==> src/logic/wmc_pkg.sv <==
// Purpose: constants for the watchdog and memory configuration decode block
// Assumes: 14-bit configuration words, Avalon-MM register window with 32-bit data
// Notes: byte offsets are word aligned; unimplemented word bits read as one
// Function
// - pick the watchdog clock source from the three-bit field; 111 means software picks.
// - window codes 000-101 fix the closed window; no software change, keyed access needed.
// - window codes 110 and 111 load runtime window 111, software may change it, no key.
// - mode 11 always runs, 10 runs awake only, 00 off; software enable ignored.
// - mode 01 runs the watchdog according to the software enable bit.
// - period codes 00000-10010 load prescaler with the same code, locked from software.
// - period codes 10011-11110 load the same code, fixed 1:32, locked from software.
// - period code 11111 loads 01011 at reset and lets software change the prescaler.
// - every unimplemented bit of both configuration words reads as one.
// - low-voltage programming bit set forces master clear function, ignoring its enable.
// - a clear of the low-voltage programming bit during low-voltage programming is rejected.
// - storage area write protection active when its bit is 0 and the area is enabled.
// - configuration region write protected while bit 9 is 0.
// - boot block write protection active when its bit is 0 and the boot block is enabled.
// - application block write protected while bit 7 is 0.
// - storage area partition present while bit 4 is 0.
// - boot block exists while bit 3 is 0, otherwise its size is zero.
// - boot size field used and writable only as its enable allows.
// - boot size codes 111,110,101,100 give 512,1024,2048,4096 words.
// - boot block never exceeds half of user program memory.
// - protection and enable bits are sticky; only bulk erase returns them to one.
package wmc_pkg;
   localparam int CFG_W = 14;
   localparam int ADDR_W = 5;
   localparam int DATA_W = 32;
   localparam int BOOT_W = 17;
   // ----------------------------------------------------------------
   // register byte offsets
   // ----------------------------------------------------------------
   localparam logic [4:0] OFS_WD_CFG = 5'h00;
   localparam logic [4:0] OFS_MEM_CFG = 5'h04;
   localparam logic [4:0] OFS_CTRL = 5'h08;
   localparam logic [4:0] OFS_WINDOW = 5'h0c;
   localparam logic [4:0] OFS_PRESCALE = 5'h10;
   localparam logic [4:0] OFS_STATUS = 5'h14;
   localparam logic [4:0] OFS_BOOT = 5'h18;
   // ----------------------------------------------------------------
   // watchdog word fields
   // ----------------------------------------------------------------
   localparam int WD_CS_LSB = 11;
   localparam int WD_WS_LSB = 8;
   localparam int WD_MODE_LSB = 5;
   localparam int WD_PS_LSB = 0;
   localparam logic [13:0] WD_UNIMP_MASK = 14'h0080;
   localparam logic [2:0] CS_SOFTWARE = 3'h7;
   localparam logic [2:0] WS_OPEN_FULL = 3'h7;
   localparam logic [2:0] WS_FIRST_SW = 3'h6;
   localparam logic [1:0] MODE_ALWAYS = 2'h3;
   localparam logic [1:0] MODE_AWAKE = 2'h2;
   localparam logic [1:0] MODE_SOFTWARE = 2'h1;
   localparam logic [1:0] MODE_OFF = 2'h0;
   localparam logic [4:0] PS_AUTO = 5'h1f;
   localparam logic [4:0] PS_AUTO_LOAD = 5'h0b;
   // ----------------------------------------------------------------
   // memory word fields
   // ----------------------------------------------------------------
   localparam int MEM_LVP = 13;
   localparam int MEM_SAF_WP = 11;
   localparam int MEM_CFG_WP = 9;
   localparam int MEM_BOOT_WP = 8;
   localparam int MEM_APP_WP = 7;
   localparam int MEM_SAF_EN_N = 4;
   localparam int MEM_BOOT_EN_N = 3;
   localparam int MEM_BSIZE_LSB = 0;
   localparam logic [13:0] MEM_UNIMP_MASK = 14'h1460;
   localparam logic [13:0] MEM_STICKY_MASK = 14'h0b98;
   localparam logic [13:0] MEM_SIZE_MASK = 14'h0007;
   localparam logic [13:0] ERASED_WORD = 14'h3fff;
   localparam logic [BOOT_W-1:0] BOOT_MIN_WORDS = 17'h00200;
   // ----------------------------------------------------------------
   // control and status bit positions
   // ----------------------------------------------------------------
   localparam int CTRL_SW_EN = 0;
   localparam int CTRL_ERASE = 1;
   localparam int CTRL_CS_LSB = 4;
   localparam int ST_RUN = 0;
   localparam int ST_LVP_ACT = 1;
   localparam int ST_SLEEP = 2;
   localparam int ST_KEYED = 3;
   localparam int ST_PS_SW = 4;
   localparam int ST_WS_SW = 5;
endpackage

==> src/logic/wmc_decode.sv <==
// Purpose: latch and decode the watchdog and memory configuration words
// Assumes: nonvolatile words are stable on the same clock at reset release
// Notes: registers reached over Avalon-MM, one wait cycle per access
`timescale 1ns/1ns
module wmc_decode #(
   parameter int USER_MEM_WORDS = 8192
) (
   // clock and reset
   input wire logic clock,
   input wire logic rst_n,
   // nonvolatile configuration words
   input wire logic [13:0] nv_wd_word,
   input wire logic [13:0] nv_mem_word,
   // pins from outside the clock domain
   input wire logic sleep_pin,
   input wire logic lvp_session_pin,
   // avalon-mm slave
   input wire logic [4:0] avs_address,
   input wire logic avs_read,
   input wire logic avs_write,
   input wire logic [31:0] avs_writedata,
   output logic [31:0] avs_readdata,
   output logic avs_waitrequest,
   // decoded watchdog controls
   output logic wd_run,
   output logic [2:0] wd_clock_source_sel,
   output logic [2:0] wd_runtime_window,
   output logic [4:0] wd_runtime_prescale,
   output logic wd_keyed_access_req,
   // decoded memory controls
   output logic low_voltage_prog_enable,
   output logic master_clear_forced,
   output logic storage_area_present,
   output logic storage_area_wp,
   output logic config_region_wp,
   output logic boot_region_wp,
   output logic app_region_wp,
   output logic [16:0] boot_region_words
);
   // ----------------------------------------------------------------
   // helpers
   // ----------------------------------------------------------------
   localparam logic [16:0] HALF_WORDS = 17'(USER_MEM_WORDS / 2);

   // size code 111 is the smallest block; each step down doubles it, up to half of user memory
   function automatic logic [16:0] boot_size(input logic [2:0] code);
      logic [16:0] raw;
      raw = wmc_pkg::BOOT_MIN_WORDS << (3'h7 - code);
      boot_size = (raw > HALF_WORDS) ? HALF_WORDS : raw;
   endfunction

   // ----------------------------------------------------------------
   // input synchronisers
   // ----------------------------------------------------------------
   logic [1:0] sleep_sync_r;
   logic [1:0] lvp_sync_r;
   always_ff @(posedge clock or negedge rst_n) begin
      if (!rst_n) begin
         sleep_sync_r <= 2'h0;
         lvp_sync_r <= 2'h0;
      end else begin
         sleep_sync_r <= {sleep_sync_r[0], sleep_pin};
         lvp_sync_r <= {lvp_sync_r[0], lvp_session_pin};
      end
   end
   wire sleep_s = sleep_sync_r[1];
   wire lvp_act_s = lvp_sync_r[1];

   // ----------------------------------------------------------------
   // register state
   // ----------------------------------------------------------------
   logic loaded_r;
   logic [13:0] wd_word_r;
   logic [13:0] mem_word_r;
   logic sw_en_r;
   logic [2:0] sw_cs_r;
   logic [2:0] win_r;
   logic [4:0] ps_r;
   logic wait_r;
   logic [31:0] rdata_r;

   // ----------------------------------------------------------------
   // field decode
   // ----------------------------------------------------------------
   wire [2:0] cs_code = wd_word_r[wmc_pkg::WD_CS_LSB +: 3];
   wire [2:0] ws_code = wd_word_r[wmc_pkg::WD_WS_LSB +: 3];
   wire [1:0] mode_code = wd_word_r[wmc_pkg::WD_MODE_LSB +: 2];
   wire [4:0] ps_code = wd_word_r[wmc_pkg::WD_PS_LSB +: 5];
   wire ws_sw = ws_code >= wmc_pkg::WS_FIRST_SW;
   wire ps_sw = ps_code == wmc_pkg::PS_AUTO;
   wire [2:0] cs_eff = (cs_code == wmc_pkg::CS_SOFTWARE) ? sw_cs_r : cs_code;
   // window and prescaler values loaded at reset release
   wire [2:0] win_load = ws_sw ? wmc_pkg::WS_OPEN_FULL : ws_code;
   wire [4:0] ps_load = ps_sw ? wmc_pkg::PS_AUTO_LOAD : ps_code;
   wire nv_ws_sw = nv_wd_word[wmc_pkg::WD_WS_LSB +: 3] >= wmc_pkg::WS_FIRST_SW;
   wire nv_ps_sw = nv_wd_word[wmc_pkg::WD_PS_LSB +: 5] == wmc_pkg::PS_AUTO;
   wire [2:0] nv_win = nv_ws_sw ? wmc_pkg::WS_OPEN_FULL : nv_wd_word[wmc_pkg::WD_WS_LSB +: 3];
   wire [4:0] nv_ps = nv_ps_sw ? wmc_pkg::PS_AUTO_LOAD : nv_wd_word[wmc_pkg::WD_PS_LSB +: 5];

   wire run_nxt = (mode_code == wmc_pkg::MODE_ALWAYS) |
                  ((mode_code == wmc_pkg::MODE_AWAKE) & ~sleep_s) |
                  ((mode_code == wmc_pkg::MODE_SOFTWARE) & sw_en_r);

   wire lvp_bit = mem_word_r[wmc_pkg::MEM_LVP];
   wire saf_en = ~mem_word_r[wmc_pkg::MEM_SAF_EN_N];
   wire boot_en = ~mem_word_r[wmc_pkg::MEM_BOOT_EN_N];
   wire [16:0] boot_nxt = boot_en ? boot_size(mem_word_r[wmc_pkg::MEM_BSIZE_LSB +: 3]) : 17'h0;

   // ----------------------------------------------------------------
   // bus decode
   // ----------------------------------------------------------------
   wire req = (avs_read | avs_write) & loaded_r;
   wire wr_take = avs_write & loaded_r & ~wait_r;
   wire rd_sample = avs_read & loaded_r & wait_r;
   wire hit_mem = avs_address == wmc_pkg::OFS_MEM_CFG;
   wire hit_ctrl = avs_address == wmc_pkg::OFS_CTRL;
   wire hit_win = avs_address == wmc_pkg::OFS_WINDOW;
   wire hit_ps = avs_address == wmc_pkg::OFS_PRESCALE;
   wire [13:0] wdat = avs_writedata[13:0];
   wire erase = wr_take & hit_ctrl & avs_writedata[wmc_pkg::CTRL_ERASE];

   // sticky bits only move toward zero; size locked once the boot block exists
   wire [13:0] sticky_nxt = mem_word_r & wdat & wmc_pkg::MEM_STICKY_MASK;
   wire [13:0] size_nxt = (boot_en ? mem_word_r : wdat) & wmc_pkg::MEM_SIZE_MASK;
   // lvp may be set but not cleared while a low-voltage session runs
   wire lvp_nxt = lvp_act_s ? (lvp_bit | wdat[wmc_pkg::MEM_LVP]) : wdat[wmc_pkg::MEM_LVP];
   wire [13:0] mem_nxt = sticky_nxt | size_nxt | wmc_pkg::MEM_UNIMP_MASK |
                         (14'(lvp_nxt) << wmc_pkg::MEM_LVP);

   wire [31:0] status_word = {26'h0, ws_sw, ps_sw, ~ws_sw, sleep_s, lvp_act_s, wd_run};
   logic [31:0] rd_mux;
   always_comb begin
      unique case (avs_address)
         wmc_pkg::OFS_WD_CFG: rd_mux = {18'h0, wd_word_r | wmc_pkg::WD_UNIMP_MASK};
         wmc_pkg::OFS_MEM_CFG: rd_mux = {18'h0, mem_word_r | wmc_pkg::MEM_UNIMP_MASK};
         wmc_pkg::OFS_CTRL: rd_mux = {25'h0, sw_cs_r, 3'h0, sw_en_r};
         wmc_pkg::OFS_WINDOW: rd_mux = {29'h0, win_r};
         wmc_pkg::OFS_PRESCALE: rd_mux = {27'h0, ps_r};
         wmc_pkg::OFS_STATUS: rd_mux = status_word;
         wmc_pkg::OFS_BOOT: rd_mux = {15'h0, boot_region_words};
         default: rd_mux = 32'h0;
      endcase
   end

   // ----------------------------------------------------------------
   // bus handshake: one wait cycle, then release for one cycle
   // ----------------------------------------------------------------
   always_ff @(posedge clock or negedge rst_n) begin
      if (!rst_n) begin
         wait_r <= 1'b1;
         rdata_r <= 32'h0;
      end else begin
         wait_r <= ~(req & wait_r);
         if (rd_sample) begin
            rdata_r <= rd_mux;
         end
      end
   end

   // ----------------------------------------------------------------
   // configuration capture at reset release
   // ----------------------------------------------------------------
   always_ff @(posedge clock or negedge rst_n) begin
      if (!rst_n) begin
         loaded_r <= 1'b0;
         wd_word_r <= wmc_pkg::ERASED_WORD;
         mem_word_r <= wmc_pkg::ERASED_WORD;
      end else if (!loaded_r) begin
         loaded_r <= 1'b1;
         wd_word_r <= nv_wd_word | wmc_pkg::WD_UNIMP_MASK;
         mem_word_r <= nv_mem_word | wmc_pkg::MEM_UNIMP_MASK;
      end else if (erase) begin
         mem_word_r <= wmc_pkg::ERASED_WORD;
      end else if (wr_take & hit_mem) begin
         mem_word_r <= mem_nxt;
      end
   end

   // ----------------------------------------------------------------
   // software-owned watchdog settings
   // ----------------------------------------------------------------
   always_ff @(posedge clock or negedge rst_n) begin
      if (!rst_n) begin
         sw_en_r <= 1'b0;
         sw_cs_r <= 3'h0;
         win_r <= wmc_pkg::WS_OPEN_FULL;
         ps_r <= wmc_pkg::PS_AUTO_LOAD;
      end else if (!loaded_r) begin
         win_r <= nv_win;
         ps_r <= nv_ps;
      end else begin
         if (wr_take & hit_ctrl) begin
            sw_en_r <= avs_writedata[wmc_pkg::CTRL_SW_EN];
            sw_cs_r <= avs_writedata[wmc_pkg::CTRL_CS_LSB +: 3];
         end
         if (wr_take & hit_win & ws_sw) begin
            win_r <= avs_writedata[2:0];
         end
         if (wr_take & hit_ps & ps_sw) begin
            ps_r <= avs_writedata[4:0];
         end
      end
   end

   // ----------------------------------------------------------------
   // registered outputs
   // ----------------------------------------------------------------
   always_ff @(posedge clock or negedge rst_n) begin
      if (!rst_n) begin
         wd_run <= 1'b0;
         wd_clock_source_sel <= 3'h0;
         wd_runtime_window <= wmc_pkg::WS_OPEN_FULL;
         wd_runtime_prescale <= wmc_pkg::PS_AUTO_LOAD;
         wd_keyed_access_req <= 1'b0;
         low_voltage_prog_enable <= 1'b0;
         master_clear_forced <= 1'b0;
         storage_area_present <= 1'b0;
         storage_area_wp <= 1'b0;
         config_region_wp <= 1'b0;
         boot_region_wp <= 1'b0;
         app_region_wp <= 1'b0;
         boot_region_words <= 17'h0;
      end else if (loaded_r) begin
         wd_run <= run_nxt;
         wd_clock_source_sel <= cs_eff;
         wd_runtime_window <= win_r;
         wd_runtime_prescale <= ps_r;
         wd_keyed_access_req <= ~ws_sw;
         low_voltage_prog_enable <= lvp_bit;
         master_clear_forced <= lvp_bit;
         storage_area_present <= saf_en;
         storage_area_wp <= saf_en & ~mem_word_r[wmc_pkg::MEM_SAF_WP];
         config_region_wp <= ~mem_word_r[wmc_pkg::MEM_CFG_WP];
         boot_region_wp <= boot_en & ~mem_word_r[wmc_pkg::MEM_BOOT_WP];
         app_region_wp <= ~mem_word_r[wmc_pkg::MEM_APP_WP];
         boot_region_words <= boot_nxt;
      end
   end

   assign avs_waitrequest = wait_r;
   assign avs_readdata = rdata_r;
endmodule

==> config.mk <==
export PLATFORM = sky130hd
export DESIGN_NAME = wmc_decode
export DESIGN_NICKNAME = d
export VERILOG_FILES = /design/src/logic/wmc_pkg.sv /design/src/logic/wmc_decode.sv
export SDC_FILE = /design/constraint.sdc
export NUM_CORES = 1
export LEC_CHECK = 0
export BUFFER_PORTS_ARGS = -buffer_cell sky130_fd_sc_hd__buf_2
export CAP_MARGIN = 20
export CORE_UTILIZATION = 45
export DETAILED_ROUTE_END_ITERATION = 8
export PLACE_DENSITY_LB_ADDON = 0.15
export REMOVE_ABC_BUFFERS = 1
export SLEW_MARGIN = 20
export SYNTH_ARGS = -nofsm -noshare
export SYNTH_HDL_FRONTEND = slang
export SYNTH_SLANG_ARGS = --single-unit
==> constraint.sdc <==
create_clock -name clock -period 1.5 [get_ports clock]
set_input_delay 0.075 -clock clock [delete_from_list [all_inputs] [get_ports clock]]
set_output_delay 0.075 -clock clock [all_outputs]
set_load 0.05 [all_outputs]
==> impl_results.md, run 1 <==
- Total GRT Usage: 0.226
- Worst setup EP type: register
- Synth Area in Simple Gates: 0.111
- Adder-Cell Fraction of Synth Area: 0
- Fmax: 0.659 GHz
- Worst VDD drop: about 0.6 mV
- Vias in the first global route: ~3200
- DR vias/cell: roughly 5.3
- Core ar.: 8720 sq um
- Crit-path most repeated cell: mux2i_1
- Antenna violations before repair: 0
- Post-route ant nets: 0
- Cell Chain, Critical Path: nand4_1, nor4_4, buf_6, mux2i_1, mux2i_1
- DIE HEIGHT: approximately 97 microns
- Final slew viol count: 0
- Cell type of the slowest stage on the worst timing path: dfstp_2
- DP Area: 4750 sq um
- Share of synthesized area spent on multiplexers: 0.117
- # setup viols final: 2
- Fin area: around 5300 sq um
- Pre-antenna DRT Iters: 4
- Clk sink count: 85
- Final worst slack: -0.0171 ns
- Worst R2R Setup Slack: -0.02 ns
- Kind of critical path: register to register
- Most used DFF post-synth: dfrtp_1
- Final min period: about 1.5 ns
- Antenna diode count: 0
- Synth-to-Final Area Change: 31.3%
- First-pass GRT wire length: between 15 and 20 mm
- Worst setup SP type: register
- CTS buffer count: 9
- CP Max Fanout: 6
- Horiz. Die Dim: between 90 and 100 microns
- CTS max path bufs: 2
- 1st-iter DRT viols: approximately 130
- Worst EP required: 1.73 ns
- Syn Area/Cell: between 10 and 15 sq um
- Synth cell types: 50
- Count of flip-flops with a built-in enable after synthesis: 0
- H-tree level count: 3
- WP data arrival: between 1.5 and 2 ns
- Post-synthesis cell count: 367
- DIE AREA: between 9000 and 10000 sq um
- Synth top area cells: dfrtp_1 (30%), dfstp_2 (23%), mux2_2 (7.2%)
- Final Hold Slack: about 0.019 ns
- Period utilization: 1.01
- Row cnt: 34
- Max incr delay on CP: between 0.5 and 0.6 ns
- Initial Utilization: 0.464
- Synth top area share: 0.303
- Pwr Density: 1060 nW/um^2
- Via Count: around 3300
- Clk_lat worst skew: roughly 0.37 ns
- Nets: slightly below 600
- Hold Fails Final Rpt: 0
- Post-DP HPWL: between 7 and 8 mm
- WL final: about 10 mm
- Post-synthesis register bit count: 85
- Clock transition at path regs: around 0.09 ns
- Buffers on Ports: 91
- GRT overflow: 0
- Largest net degree at the start of global routing: 86
- Synth Cell Area: around 4000 sq um
- Leak Pwr: 0.00244 uW
- CTS tree: built
- Post-synthesis xor/xnor area fraction: 0
- Compound-Gate Fraction of Synth Area: 0.150
- Root buffer cell: clkbuf_8
- RSZ-0062 raised after global routing: yes
- Skew final: approximately 0.016 ns
- GPL Wtd Cong: 0.845
- HP Class: input pin to register
- Drt wl/cell: ~16 microns
- Syn. warnings: 0
- Seq/Total Area, Yosys: 0.537
- Status: finished, violations left
- DRC viols: 0
- Share of post-route cells with drive strength above 1: 0.442
- Largest family of logic cells by synthesized area: compound AO/OA/AOI/OAI gates
- Post-synth top area cell: dfrtp_1
- Failing checks: setup timing
- Ports: roughly 140
- Max Cap Viol: 0
- Post-synth ARST share: 1.00
layout make-up:
type,instances,area (sq um)
clock buffers,9,124
clock inverters,7,82.6
fillers,763,3410
inverters,17,63.8
multi-input cells,243,1690
flip-flops and latches,85,2170
well taps,108,135
repair buffers,157,1050
flip-flops by register name (all words and copies together) (netlist names), 3 cells and up:
name                 count
wd_runtime_prescale      5
ps_r                     5
sw_cs_r                  3
wd_word_r               13
mem_word_r              10
wd_runtime_window        3
win_r                    3
wd_clock_source_sel      3
boot_region_words        8
avs_readdata            17
layout by cell type (no fill, tap or decap), types with 6 or more instances in the layout:
cell type       n
nor2b_1         7
nor2_1         15
inv_1          17
o211ai_1        7
a21oi_1        18
nand2_1        23
mux2i_1        18
dfstp_2        36
buf_4          34
mux2_2         26
buf_2          90
o21ai_0        21
nand3_1         6
dlygate4sd3_1  29
clkbuf_8        9
conb_1         25
dfrtp_1        48
critical path: cells and delay by family (launching register included):
kind / cells / cell delay [ns]
flip-flops: 1 / 0.53
AND/OR/NAND/NOR: 2 / 0.42
buffers and inverters: 1 / 0.17
multiplexers: 2 / 0.27
final timing paths:
path / to / cells after the start / from
min in group asynchronous: app_region_wp$_DFFE_PN0P_ / 3 / rst_n
max reg2reg: ps_r[4]$_DFFE_PN0P_ / 5 / wd_word_r[2]$_DFFE_PN1N_
max in group asynchronous: wd_word_r[3]$_DFFE_PN1N_ / 3 / rst_n
min reg2reg: sleep_sync_r[1]$_DFF_PN0_ / 0 / sleep_sync_r[0]$_DFF_PN0_
min: mem_word_r[11]$_DFFE_PN1P_ / 3 / avs_writedata[11]
max: ps_r[4]$_DFFE_PN0P_ / 5 / wd_word_r[2]$_DFFE_PN1N_
synthesized netlist by cell type (5+ instances only):
master,number
nor2b_1,7
dfstp_2,36
mux2i_1,18
a22oi_1,5
nor2_1,16
clkbuf_1,16
mux2_2,26
o211ai_1,7
buf_4,25
nand3_1,8
dfrtp_1,49
a21oi_1,18
a22o_1,5
nand2_1,23
inv_1,17
o21ai_0,25
what timing repair did:
action / in CTS / in global routing
pin swaps: 2 / 8
hold buffers: 29 / 0
buffers inserted: 0 / 1
setup endpoints to repair: 13 / 34
gates resized for setup: 7 / 13
hold endpoints to repair: 80 / 0
kinds of logic (layout without fill, tap and decap cells):
kind of cell,count (synthesis),after routing
AO/OA/AOI/OAI,90,90
AND/OR/NAND/NOR,84,84
other,2,25
buffers and inverters,62,190
flip-flops,85,85
multiplexers,44,44
metal layers:
layer	wire length (microns)	up-vias	global-route usage
met2	5010	99	0.360
li1	-	1565	-
met1	4630	1644	0.312
met3	506	8	0.0368
met4	107	0	0.0815
met5	0	-	0
metrics by stage:
| stage | instances | TNS, ns | power [uW] | util | setup slack [ns] |
|---|---|---|---|---|---|
| 3_5_place_dp | 581 | -0.492 | 3920 | 0.544 | -0.0957 |
| 3_3_place_gp | 581 | -0.205 | 3890 | 0.544 | -0.0638 |
| 2_1_floorplan | 345 | -81.99 | 3490 | - | -1.93 |
| 4_1_cts | 626 | -0.0203 | 5680 | 0.604 | -0.0106 |
| 5_1_grt | 626 | -0.875 | 5870 | 0.609 | -0.113 |
| 6_report | 626 | -0.0236 | 5640 | 0.609 | -0.0171 |
power by group:
| group | internal [uW] | switching, uW |
|---|---|---|
| combinational | 408 | 842 |
| clock | 792 | 900 |
| sequential | 2550 | 144 |
Power figures use the tool's default switching activity.
==> run 2, diff against run 1 <==
--- a/config.mk
+++ b/config.mk
@@ -5,9 +5,10 @@
 export SDC_FILE = /design/constraint.sdc
 export NUM_CORES = 1
 export LEC_CHECK = 0
+export ABC_AREA = 1
 export BUFFER_PORTS_ARGS = -buffer_cell sky130_fd_sc_hd__buf_2
 export CAP_MARGIN = 20
-export CORE_UTILIZATION = 45
+export CORE_UTILIZATION = 50
 export DETAILED_ROUTE_END_ITERATION = 8
 export PLACE_DENSITY_LB_ADDON = 0.15
 export REMOVE_ABC_BUFFERS = 1
==> constraint.sdc (replaced) <==
create_clock -name clock -period 1.4 [get_ports clock]
set_input_delay 0.07 -clock clock [delete_from_list [all_inputs] [get_ports clock]]
set_output_delay 0.07 -clock clock [all_outputs]
set_load 0.05 [all_outputs]
==> impl_results.md, run 2 <==
- Max Cap Viol: 0 (unchanged)
- Horiz. Die Dim: 93.3 microns (was 96.8 microns)
- Post-route ant nets: 0 (unchanged)
- Synth-to-Final Area Change: 28.0% (was 31.3%)
- Synth Area in Simple Gates: 0.306 (was 0.111)
- Largest net degree at the start of global routing: 36 (was 86)
- Max reg flops: 17 (unchanged)
- Worst setup EP type: register (unchanged)
- Vias in the first global route: 3615 (was 3204)
- Kind of critical path: register to register (unchanged)
- Final design utilization: 0.676 (was 0.609)
- Synth top area cells: dfrtp_1 (29%), dfstp_2 (23%), nand2_1 (19%) (was dfrtp_1 (30%), dfstp_2 (23%), mux2_2 (7.2%))
- H-tree level count: 3 (unchanged)
- Setup TNS: 0 ns (was -0.0236 ns)
- Initial Utilization: 0.528 (was 0.464)
- Antenna diode count: 0 (unchanged)
- Final slew viol count: 0 (unchanged)
- Clk sink count: 85 (unchanged)
- Clk pwr share: 0.305 (was 0.300)
- Post-synthesis xor/xnor area fraction: 0 (unchanged)
- Share of synthesized area spent on multiplexers: 0 (was 0.117)
- Synth cell types: 34 (was 50)
- Fillcell total: 681 (was 763)
- WP data arrival: 1.66 ns (was 1.75 ns)
- Internal: 3980 uW (was 3750 uW)
- Worst EP required: 1.69 ns (was 1.73 ns)
- Synth Cell Area: 4160 sq um (was 4050 sq um)
- CP Max Fanout: 6 (unchanged)
- RSZ-0062 raised after global routing: yes (unchanged)
- Commonest non-fill, non-tap cells in the layout: nand2_1 (204), buf_2 (90), dfrtp_1 (48) (was buf_2 (90), dfrtp_1 (48), dfstp_2 (36))
- # setup viols final: 0 (was 2)
- Leak Pwr: 0.00286 uW (was 0.00244 uW)
- Synth top area share: 0.294 (was 0.303)
- Top-count cell post-synth: nand2_1 (was dfrtp_1)
- Sequential fraction of design power: 0.480 (was 0.478)
- Worst VDD drop: 0.724 mV (was 0.605 mV)
- Sw Pwr: 2040 uW (was 1890 uW)
- Pre-CTS setup slack: -0.0162 ns (was -0.0957 ns)
- Area of the multi-input gates: 1750 sq um (was 1690 sq um)
- CTS tree: built (unchanged)
- Syn Area/Cell: 8.25 sq um (was 11.0 sq um)
- Failing checks: hold timing (was setup timing)
- WL final: 10.6 mm (was 10.3 mm)
- Design Power: 6020 uW (was 5640 uW)
- Cell type of the slowest stage on the worst timing path: dfrtp_2 (was dfstp_2)
- DP Area: 4830 sq um (was 4750 sq um)
- Fin area: 5330 sq um (was 5310 sq um)
- Via Count: 3738 (was 3316)
- Syn. warnings: 0 (unchanged)
- Ports: 141 (unchanged)
- Row cnt: 32 (was 34)
- Crit path buffers/inverters: 1 (unchanged)
- Post-synthesis cell count: 505 (was 367)
- Buffers on Ports: 91 (unchanged)
- Clk_lat worst skew: 0.36 ns (was 0.37 ns)
- Post-DP HPWL: 8.00 mm (was 7.03 mm)
- Compound-Gate Fraction of Synth Area: 0.0793 (was 0.150)
- Post-synth top area cell: dfrtp_1 (unchanged)
- DR vias/cell: 5.00 (was 5.30)
- CTS buffer count: 9 (unchanged)
- Final Hold Slack: -0.00409 ns (was 0.0185 ns)
- Antenna violations before repair: 0 (unchanged)
- Most common cell after layout, fill and taps aside: nand2_1 (was buf_2)
- Root buffer cell: clkbuf_8 (unchanged)
- Post-synthesis register bit count: 85 (unchanged)
- Share of post-route cells with drive strength above 1: 0.322 (was 0.442)
- Crit-path most repeated cell: nand2_4 (was mux2i_1)
- Skew final: 0.00717 ns (was 0.0161 ns)
- Final worst slack: 0.0288 ns (was -0.0171 ns)
- Post-synth ARST share: 1.00 (unchanged)
- Fmax: 0.729 GHz (was 0.659 GHz)
- 1st-iter DRT viols: 198 (was 134)
- Pwr Density: 1130 nW/um^2 (was 1060 nW/um^2)
- First-pass GRT wire length: 17.6 mm (was 16.5 mm)
- Cell Chain, Critical Path: nand2_4, nor2_8, nand2_4, nor3_4, buf_6, nand2_2, o211ai_1 (was nand4_1, nor4_4, buf_6, mux2i_1, mux2i_1)
- GRT overflow: 0 (unchanged)
- Most used DFF post-synth: dfrtp_1 (unchanged)
- Largest family of logic cells by synthesized area: simple AND/OR/NAND/NOR gates (was compound AO/OA/AOI/OAI gates)
- Worst setup SP type: register (unchanged)
- Switch share: 0.339 (was 0.335)
- Status: finished, violations left (unchanged)
- Final min period: 1.37 ns (was 1.52 ns)
- GPL Wtd Cong: 0.908 (was 0.845)
- Adder-Cell Fraction of Synth Area: 0 (unchanged)
- Synth cell count leaders: nand2_1 (208), dfrtp_1 (49), dfstp_2 (36), buf_4 (26), inv_1 (26) (was dfrtp_1 (49), dfstp_2 (36), mux2_2 (26), buf_4 (25), o21ai_0 (25))
- Total GRT Usage: 0.265 (was 0.226)
- Core ar.: 7890 sq um (was 8720 sq um)
- CTS max path bufs: 2 (unchanged)
- Crit-path leading delay family: simple AND/OR/NAND/NOR gates (was flip-flops)
- Seq/Total Area, Yosys: 0.522 (was 0.537)
- Nets: 712 (was 584)
- Clock transition at path regs: 0.09 ns (about the same)
- Register area: 2170 sq um (unchanged)
- HP Class: input pin to register (unchanged)
- Pre-antenna DRT Iters: 4 (unchanged)
- Count of flip-flops with a built-in enable after synthesis: 0 (unchanged)
- DIE HEIGHT: 93.3 microns (was 96.8 microns)
- DIE AREA: 8700 sq um (was 9380 sq um)
- Period utilization: 0.979 (was 1.01)
- Max incr delay on CP: 0.45 ns (was 0.53 ns)
- Drt wl/cell: 14.2 microns (was 16.4 microns)
- DRC viols: 0 (unchanged)
- Hold Fails Final Rpt: 1 (was 0)
- Comb pwr share: 0.215 (was 0.222)
==> run 2: cell types whose count changed in the layout (fill, tap and decap cells not counted), sizes merged, moves of 5 or more <==
cell	previous run	this run
o21ai	25	31
nand3	8	28
dlygate4sd3	29	21
inv	19	33
a22oi	5	0
nor2	16	33
mux2	26	0
a22o	5	0
nor2b	7	0
nand2	23	214
a21oi	18	8
mux2i	18	0
buf	128	121
==> run 2: power by group through the flow <==
stage          combinational, uW  clock, uW  sequential, uW
3_5_place_dp                1230          0            2930
6_report                    1290       1840            2890
4_1_cts                     1280       1870            2890
3_3_place_gp                1210          0            2920
2_1_floorplan                456          0            3260
5_1_grt                     1400       1960            2920
==> run 2: final timing paths <==
kind / start / end / slack, ns / depth (start not counted)
min in group asynchronous: rst_n / sw_cs_r[2]$_DFFE_PN0P_ / 0.18 / 2
max in group asynchronous: rst_n / win_r[2]$_DFFE_PN1P_ / 0.64 / 3
hold / removal: avs_writedata[1] / win_r[1]$_DFFE_PN1P_ / -0.004 / 3
setup / recovery: loaded_r$_DFF_PN0_ / win_r[2]$_DFFE_PN1P_ / 0.03 / 7
setup reg to reg: loaded_r$_DFF_PN0_ / win_r[2]$_DFFE_PN1P_ / 0.03 / 7
hold reg to reg: lvp_sync_r[0]$_DFF_PN0_ / lvp_sync_r[1]$_DFF_PN0_ / 0.36 / 0
==> run 2: through the flow <==
| stage | hold WS [ns] | std cells |
|---|---|---|
| 2_1_floorplan | -0.226 | 488 |
| 3_3_place_gp | 0.0188 | 708 |
| 3_5_place_dp | 0.0250 | 708 |
| 4_1_cts | 0.00216 | 745 |
| 5_1_grt | 0.00744 | 748 |
| 6_report | -0.00409 | 748 |
==> run 2: layout make-up <==
class | count | area share
sequential | 85 | 0.408
clock inverter | 6 | 0.0129
tap | 102 | 0.0239
clock buffer | 10 | 0.0258
inverter | 31 | 0.0232
multi-input combinational | 372 | 0.329
timing repair buffer | 142 | 0.178
==> run 2: kinds of logic (layout without fill, tap and decap cells) <==
family,after synthesis,in the layout
AND/OR/NAND/NOR,290,290
flip-flops,85,85
buffers and inverters,71,189
AO/OA/AOI/OAI,57,57
other,2,25
==> run 2: routing by layer <==
layer / wire length, microns / share of wire / global-route usage / vias to the layer above
met1: 4610 / 0.44 / 0.357 / 1756
met2: 5210 / 0.49 / 0.435 / 134
li1: - / - / - / 1836
met4: 125 / 0.012 / 0.0718 / 0
met5: 0 / 0 / 0 / -
met3: 648 / 0.061 / 0.0537 / 12
==> run 2: repair_timing <==
item                                    in CTS  in global routing
buffers inserted                             0                  3
hold endpoints to repair                    75                  0
pin swaps                                    0                  8
endpoints found under the setup margin       5                 20
hold buffers                                21                  0
resized for setup                            2                 16
==> run 2: worst register-to-register path, cell delays in order, from the launching register on <==
cell and delay [ns]:
dfrtp_2 0.45, nand2_4 0.09, nor2_8 0.21, nand2_4 0.07, nor3_4 0.23, buf_6 0.14, nand2_2 0.04, o211ai_1 0.07
==> run 3, diff against run 2 <==
--- a/config.mk
+++ b/config.mk
@@ -8,7 +8,7 @@
 export ABC_AREA = 1
 export BUFFER_PORTS_ARGS = -buffer_cell sky130_fd_sc_hd__buf_2
 export CAP_MARGIN = 20
-export CORE_UTILIZATION = 50
+export CORE_UTILIZATION = 40
 export DETAILED_ROUTE_END_ITERATION = 8
 export PLACE_DENSITY_LB_ADDON = 0.15
 export REMOVE_ABC_BUFFERS = 1
==> impl_results.md, run 3 (synthesized netlist as in run 2, its figures left out) <==
- Post-DP HPWL: 7.97 mm (was 8.00 mm)
- Buffers on Ports: 91 (unchanged)
- Final min period: 1.38 ns (was 1.37 ns)
- CP Max Fanout: 7 (was 6)
- Kind of critical path: register to register (unchanged)
- Met1 Usage GRT: 0.293 (was 0.357)
- Nets: 712 (unchanged)
- # setup viols final: 0 (unchanged)
- DIE HEIGHT: 104 microns (was 93.3 microns)
- CTS max path bufs: 2 (unchanged)
- Ports: 141 (unchanged)
- First-pass GRT wire length: 17.9 mm (was 17.6 mm)
- Final design utilization: 0.540 (was 0.676)
- H-tree level count: 3 (unchanged)
- Most common cell after layout, fill and taps aside: nand2_1 (unchanged)
- Vias in the first global route: 3529 (was 3615)
- Cell Count, Final, Fillers Out: 779 (was 748)
- Core ar.: 9910 sq um (was 7890 sq um)
- Worst setup SP type: register (unchanged)
- Fmax: 0.726 GHz (was 0.729 GHz)
- Clock transition at path regs: 0.08 ns (was 0.09 ns)
- Crit path buffers/inverters: 2 (was 1)
- Largest net degree at the start of global routing: 36 (unchanged)
- CTS buffer count: 9 (unchanged)
- Via Count: 3701 (was 3738)
- Root buffer cell: clkbuf_8 (unchanged)
- HP Class: input pin to register (unchanged)
- Antenna violations before repair: 0 (unchanged)
- DIE AREA: 10800 sq um (was 8700 sq um)
- Worst EP required: 1.70 ns (was 1.69 ns)
- Pre-antenna DRT Iters: 4 (unchanged)
- Total GRT Usage: 0.210 (was 0.265)
- WL final: 10.8 mm (was 10.6 mm)
- Status: completed (was finished, violations left)
- DRC viols: 0 (unchanged)
- Pwr Density: 1130 nW/um^2 (about the same)
- Post-route ant nets: 0 (unchanged)
- Setup TNS: 0 ns (unchanged)
- Commonest non-fill, non-tap cells in the layout: nand2_1 (207), buf_2 (90), dfrtp_1 (48) (was nand2_1 (204), buf_2 (90), dfrtp_1 (48))
- Hold Fails Final Rpt: 0 (was 1)
- R2R Path Start: loaded_r$_DFF_PN0_ (unchanged)
- Row cnt: 36 (was 32)
- GPL Wtd Cong: 0.860 (was 0.908)
- Met3 Resource Use GR: 0.0439 (was 0.0537)
- Cell Chain, Critical Path: nand2_2, nor2_8, buf_4, nand3_4, nand2_4, inv_2, nand2_2, nand2_1, nand2_1 (was nand2_4, nor2_8, nand2_4, nor3_4, buf_6, nand2_2, o211ai_1)
- Dpl cells: 736 (was 708)
- Antenna diode count: 0 (unchanged)
- GRT Max-Usage Layer: met2 (unchanged)
- WP data arrival: 1.68 ns (was 1.66 ns)
- DR vias/cell: 4.75 (was 5.00)
- Crit-path leading delay family: simple AND/OR/NAND/NOR gates (unchanged)
- Horiz. Die Dim: 104 microns (was 93.3 microns)
- GRT overflow: 0 (unchanged)
- 1st-iter DRT viols: 157 (was 198)
- Worst VDD drop: 0.550 mV (was 0.724 mV)
- Worst setup EP type: register (unchanged)
- Max incr delay on CP: 0.42 ns (was 0.45 ns)
- Clk_lat worst skew: 0.36 ns (about the same)
- Worst setup startpoint: loaded_r$_DFF_PN0_ (unchanged)
- Cell type of the slowest stage on the worst timing path: dfrtp_2 (unchanged)
- Drt wl/cell: 13.9 microns (was 14.2 microns)
- Skew final: 0.00890 ns (was 0.00717 ns)
- Synth-to-Final Area Change: 28.4% (was 28.0%)
- Initial Utilization: 0.420 (was 0.528)
- Clk sink count: 85 (unchanged)
- Fillcell total: 972 (was 681)
- Max reg flops: 17 (unchanged)
- Max Cap Viol: 0 (unchanged)
- Final slew viol count: 0 (unchanged)
- Period utilization: 0.984 (was 0.979)
- Final Hold Slack: 0.0213 ns (was -0.00409 ns)
- Met2 Track Usage GR: 0.321 (was 0.435)
- RSZ-0062 raised after global routing: yes (unchanged)
- Min-delay src: avs_writedata[1] (unchanged)
- CTS tree: built (unchanged)
- Leak Pwr: 0.00283 uW (was 0.00286 uW)
- Share of post-route cells with drive strength above 1: 0.307 (was 0.322)
run 3: area by class of cell:
cell class | instances | area, sq um | area share
clock buffer | 12 | 135 | 0.0253
clock inverter | 4 | 73.8 | 0.0138
inverter | 31 | 124 | 0.0232
multi-input combinational | 372 | 1740 | 0.325
sequential | 85 | 2170 | 0.406
tap | 133 | 166 | 0.0311
timing repair buffer | 142 | 938 | 0.175
run 3: worst paths after layout:
path | end | slack (ns) | cells after the start
min reg2reg | sleep_sync_r[1]$_DFF_PN0_ | 0.35 | 0
max reg2reg | mem_word_r[0]$_DFFE_PN1P_ | 0.02 | 9
max in group asynchronous | avs_waitrequest$_DFF_PN1_ | 0.67 | 3
min | win_r[1]$_DFFE_PN1P_ | 0.02 | 3
max | mem_word_r[0]$_DFFE_PN1P_ | 0.02 | 9
min in group asynchronous | lvp_sync_r[0]$_DFF_PN0_ | 0.17 | 2
run 3: repair_timing:
action / in CTS / in global routing
buffers inserted: 0 / 3
resized for setup: 1 / 10
hold endpoints to repair: 80 / 0
setup endpoints to repair: 1 / 14
pin swaps: 0 / 3
hold buffers: 24 / 0
run 3: tightest hold or removal path: cells and delay by family:
family                 cells  cell delay (ns)
buffers and inverters      1             0.14
AO/OA/AOI/OAI              1             0.09
AND/OR/NAND/NOR            1             0.07
run 3: where the power goes:
| group | switching, uW | internal (uW) |
|---|---|---|
| sequential | 151 | 2730 |
| clock | 876 | 1010 |
| combinational | 934 | 355 |
run 3: metal layers:
metal  wire length, microns  part of all wire  vias up
met1                   5100              0.47     1741
met3                    463             0.043       19
met4                    243             0.023        0
met5                      0                 0        -
li1                       -                 -     1836
met2                   4990              0.46      105
run 3: through the flow:
step	worst slack, ns	cell area (sq um)	power, uW
final	0.0230	5350	6060
after global routing	-0.0679	5350	6350
after CTS	0.0340	5280	6080
after detailed placement	0.0132	4830	4160
after global placement	0.0485	4830	4140
after floorplan	-1.31	3990	3720
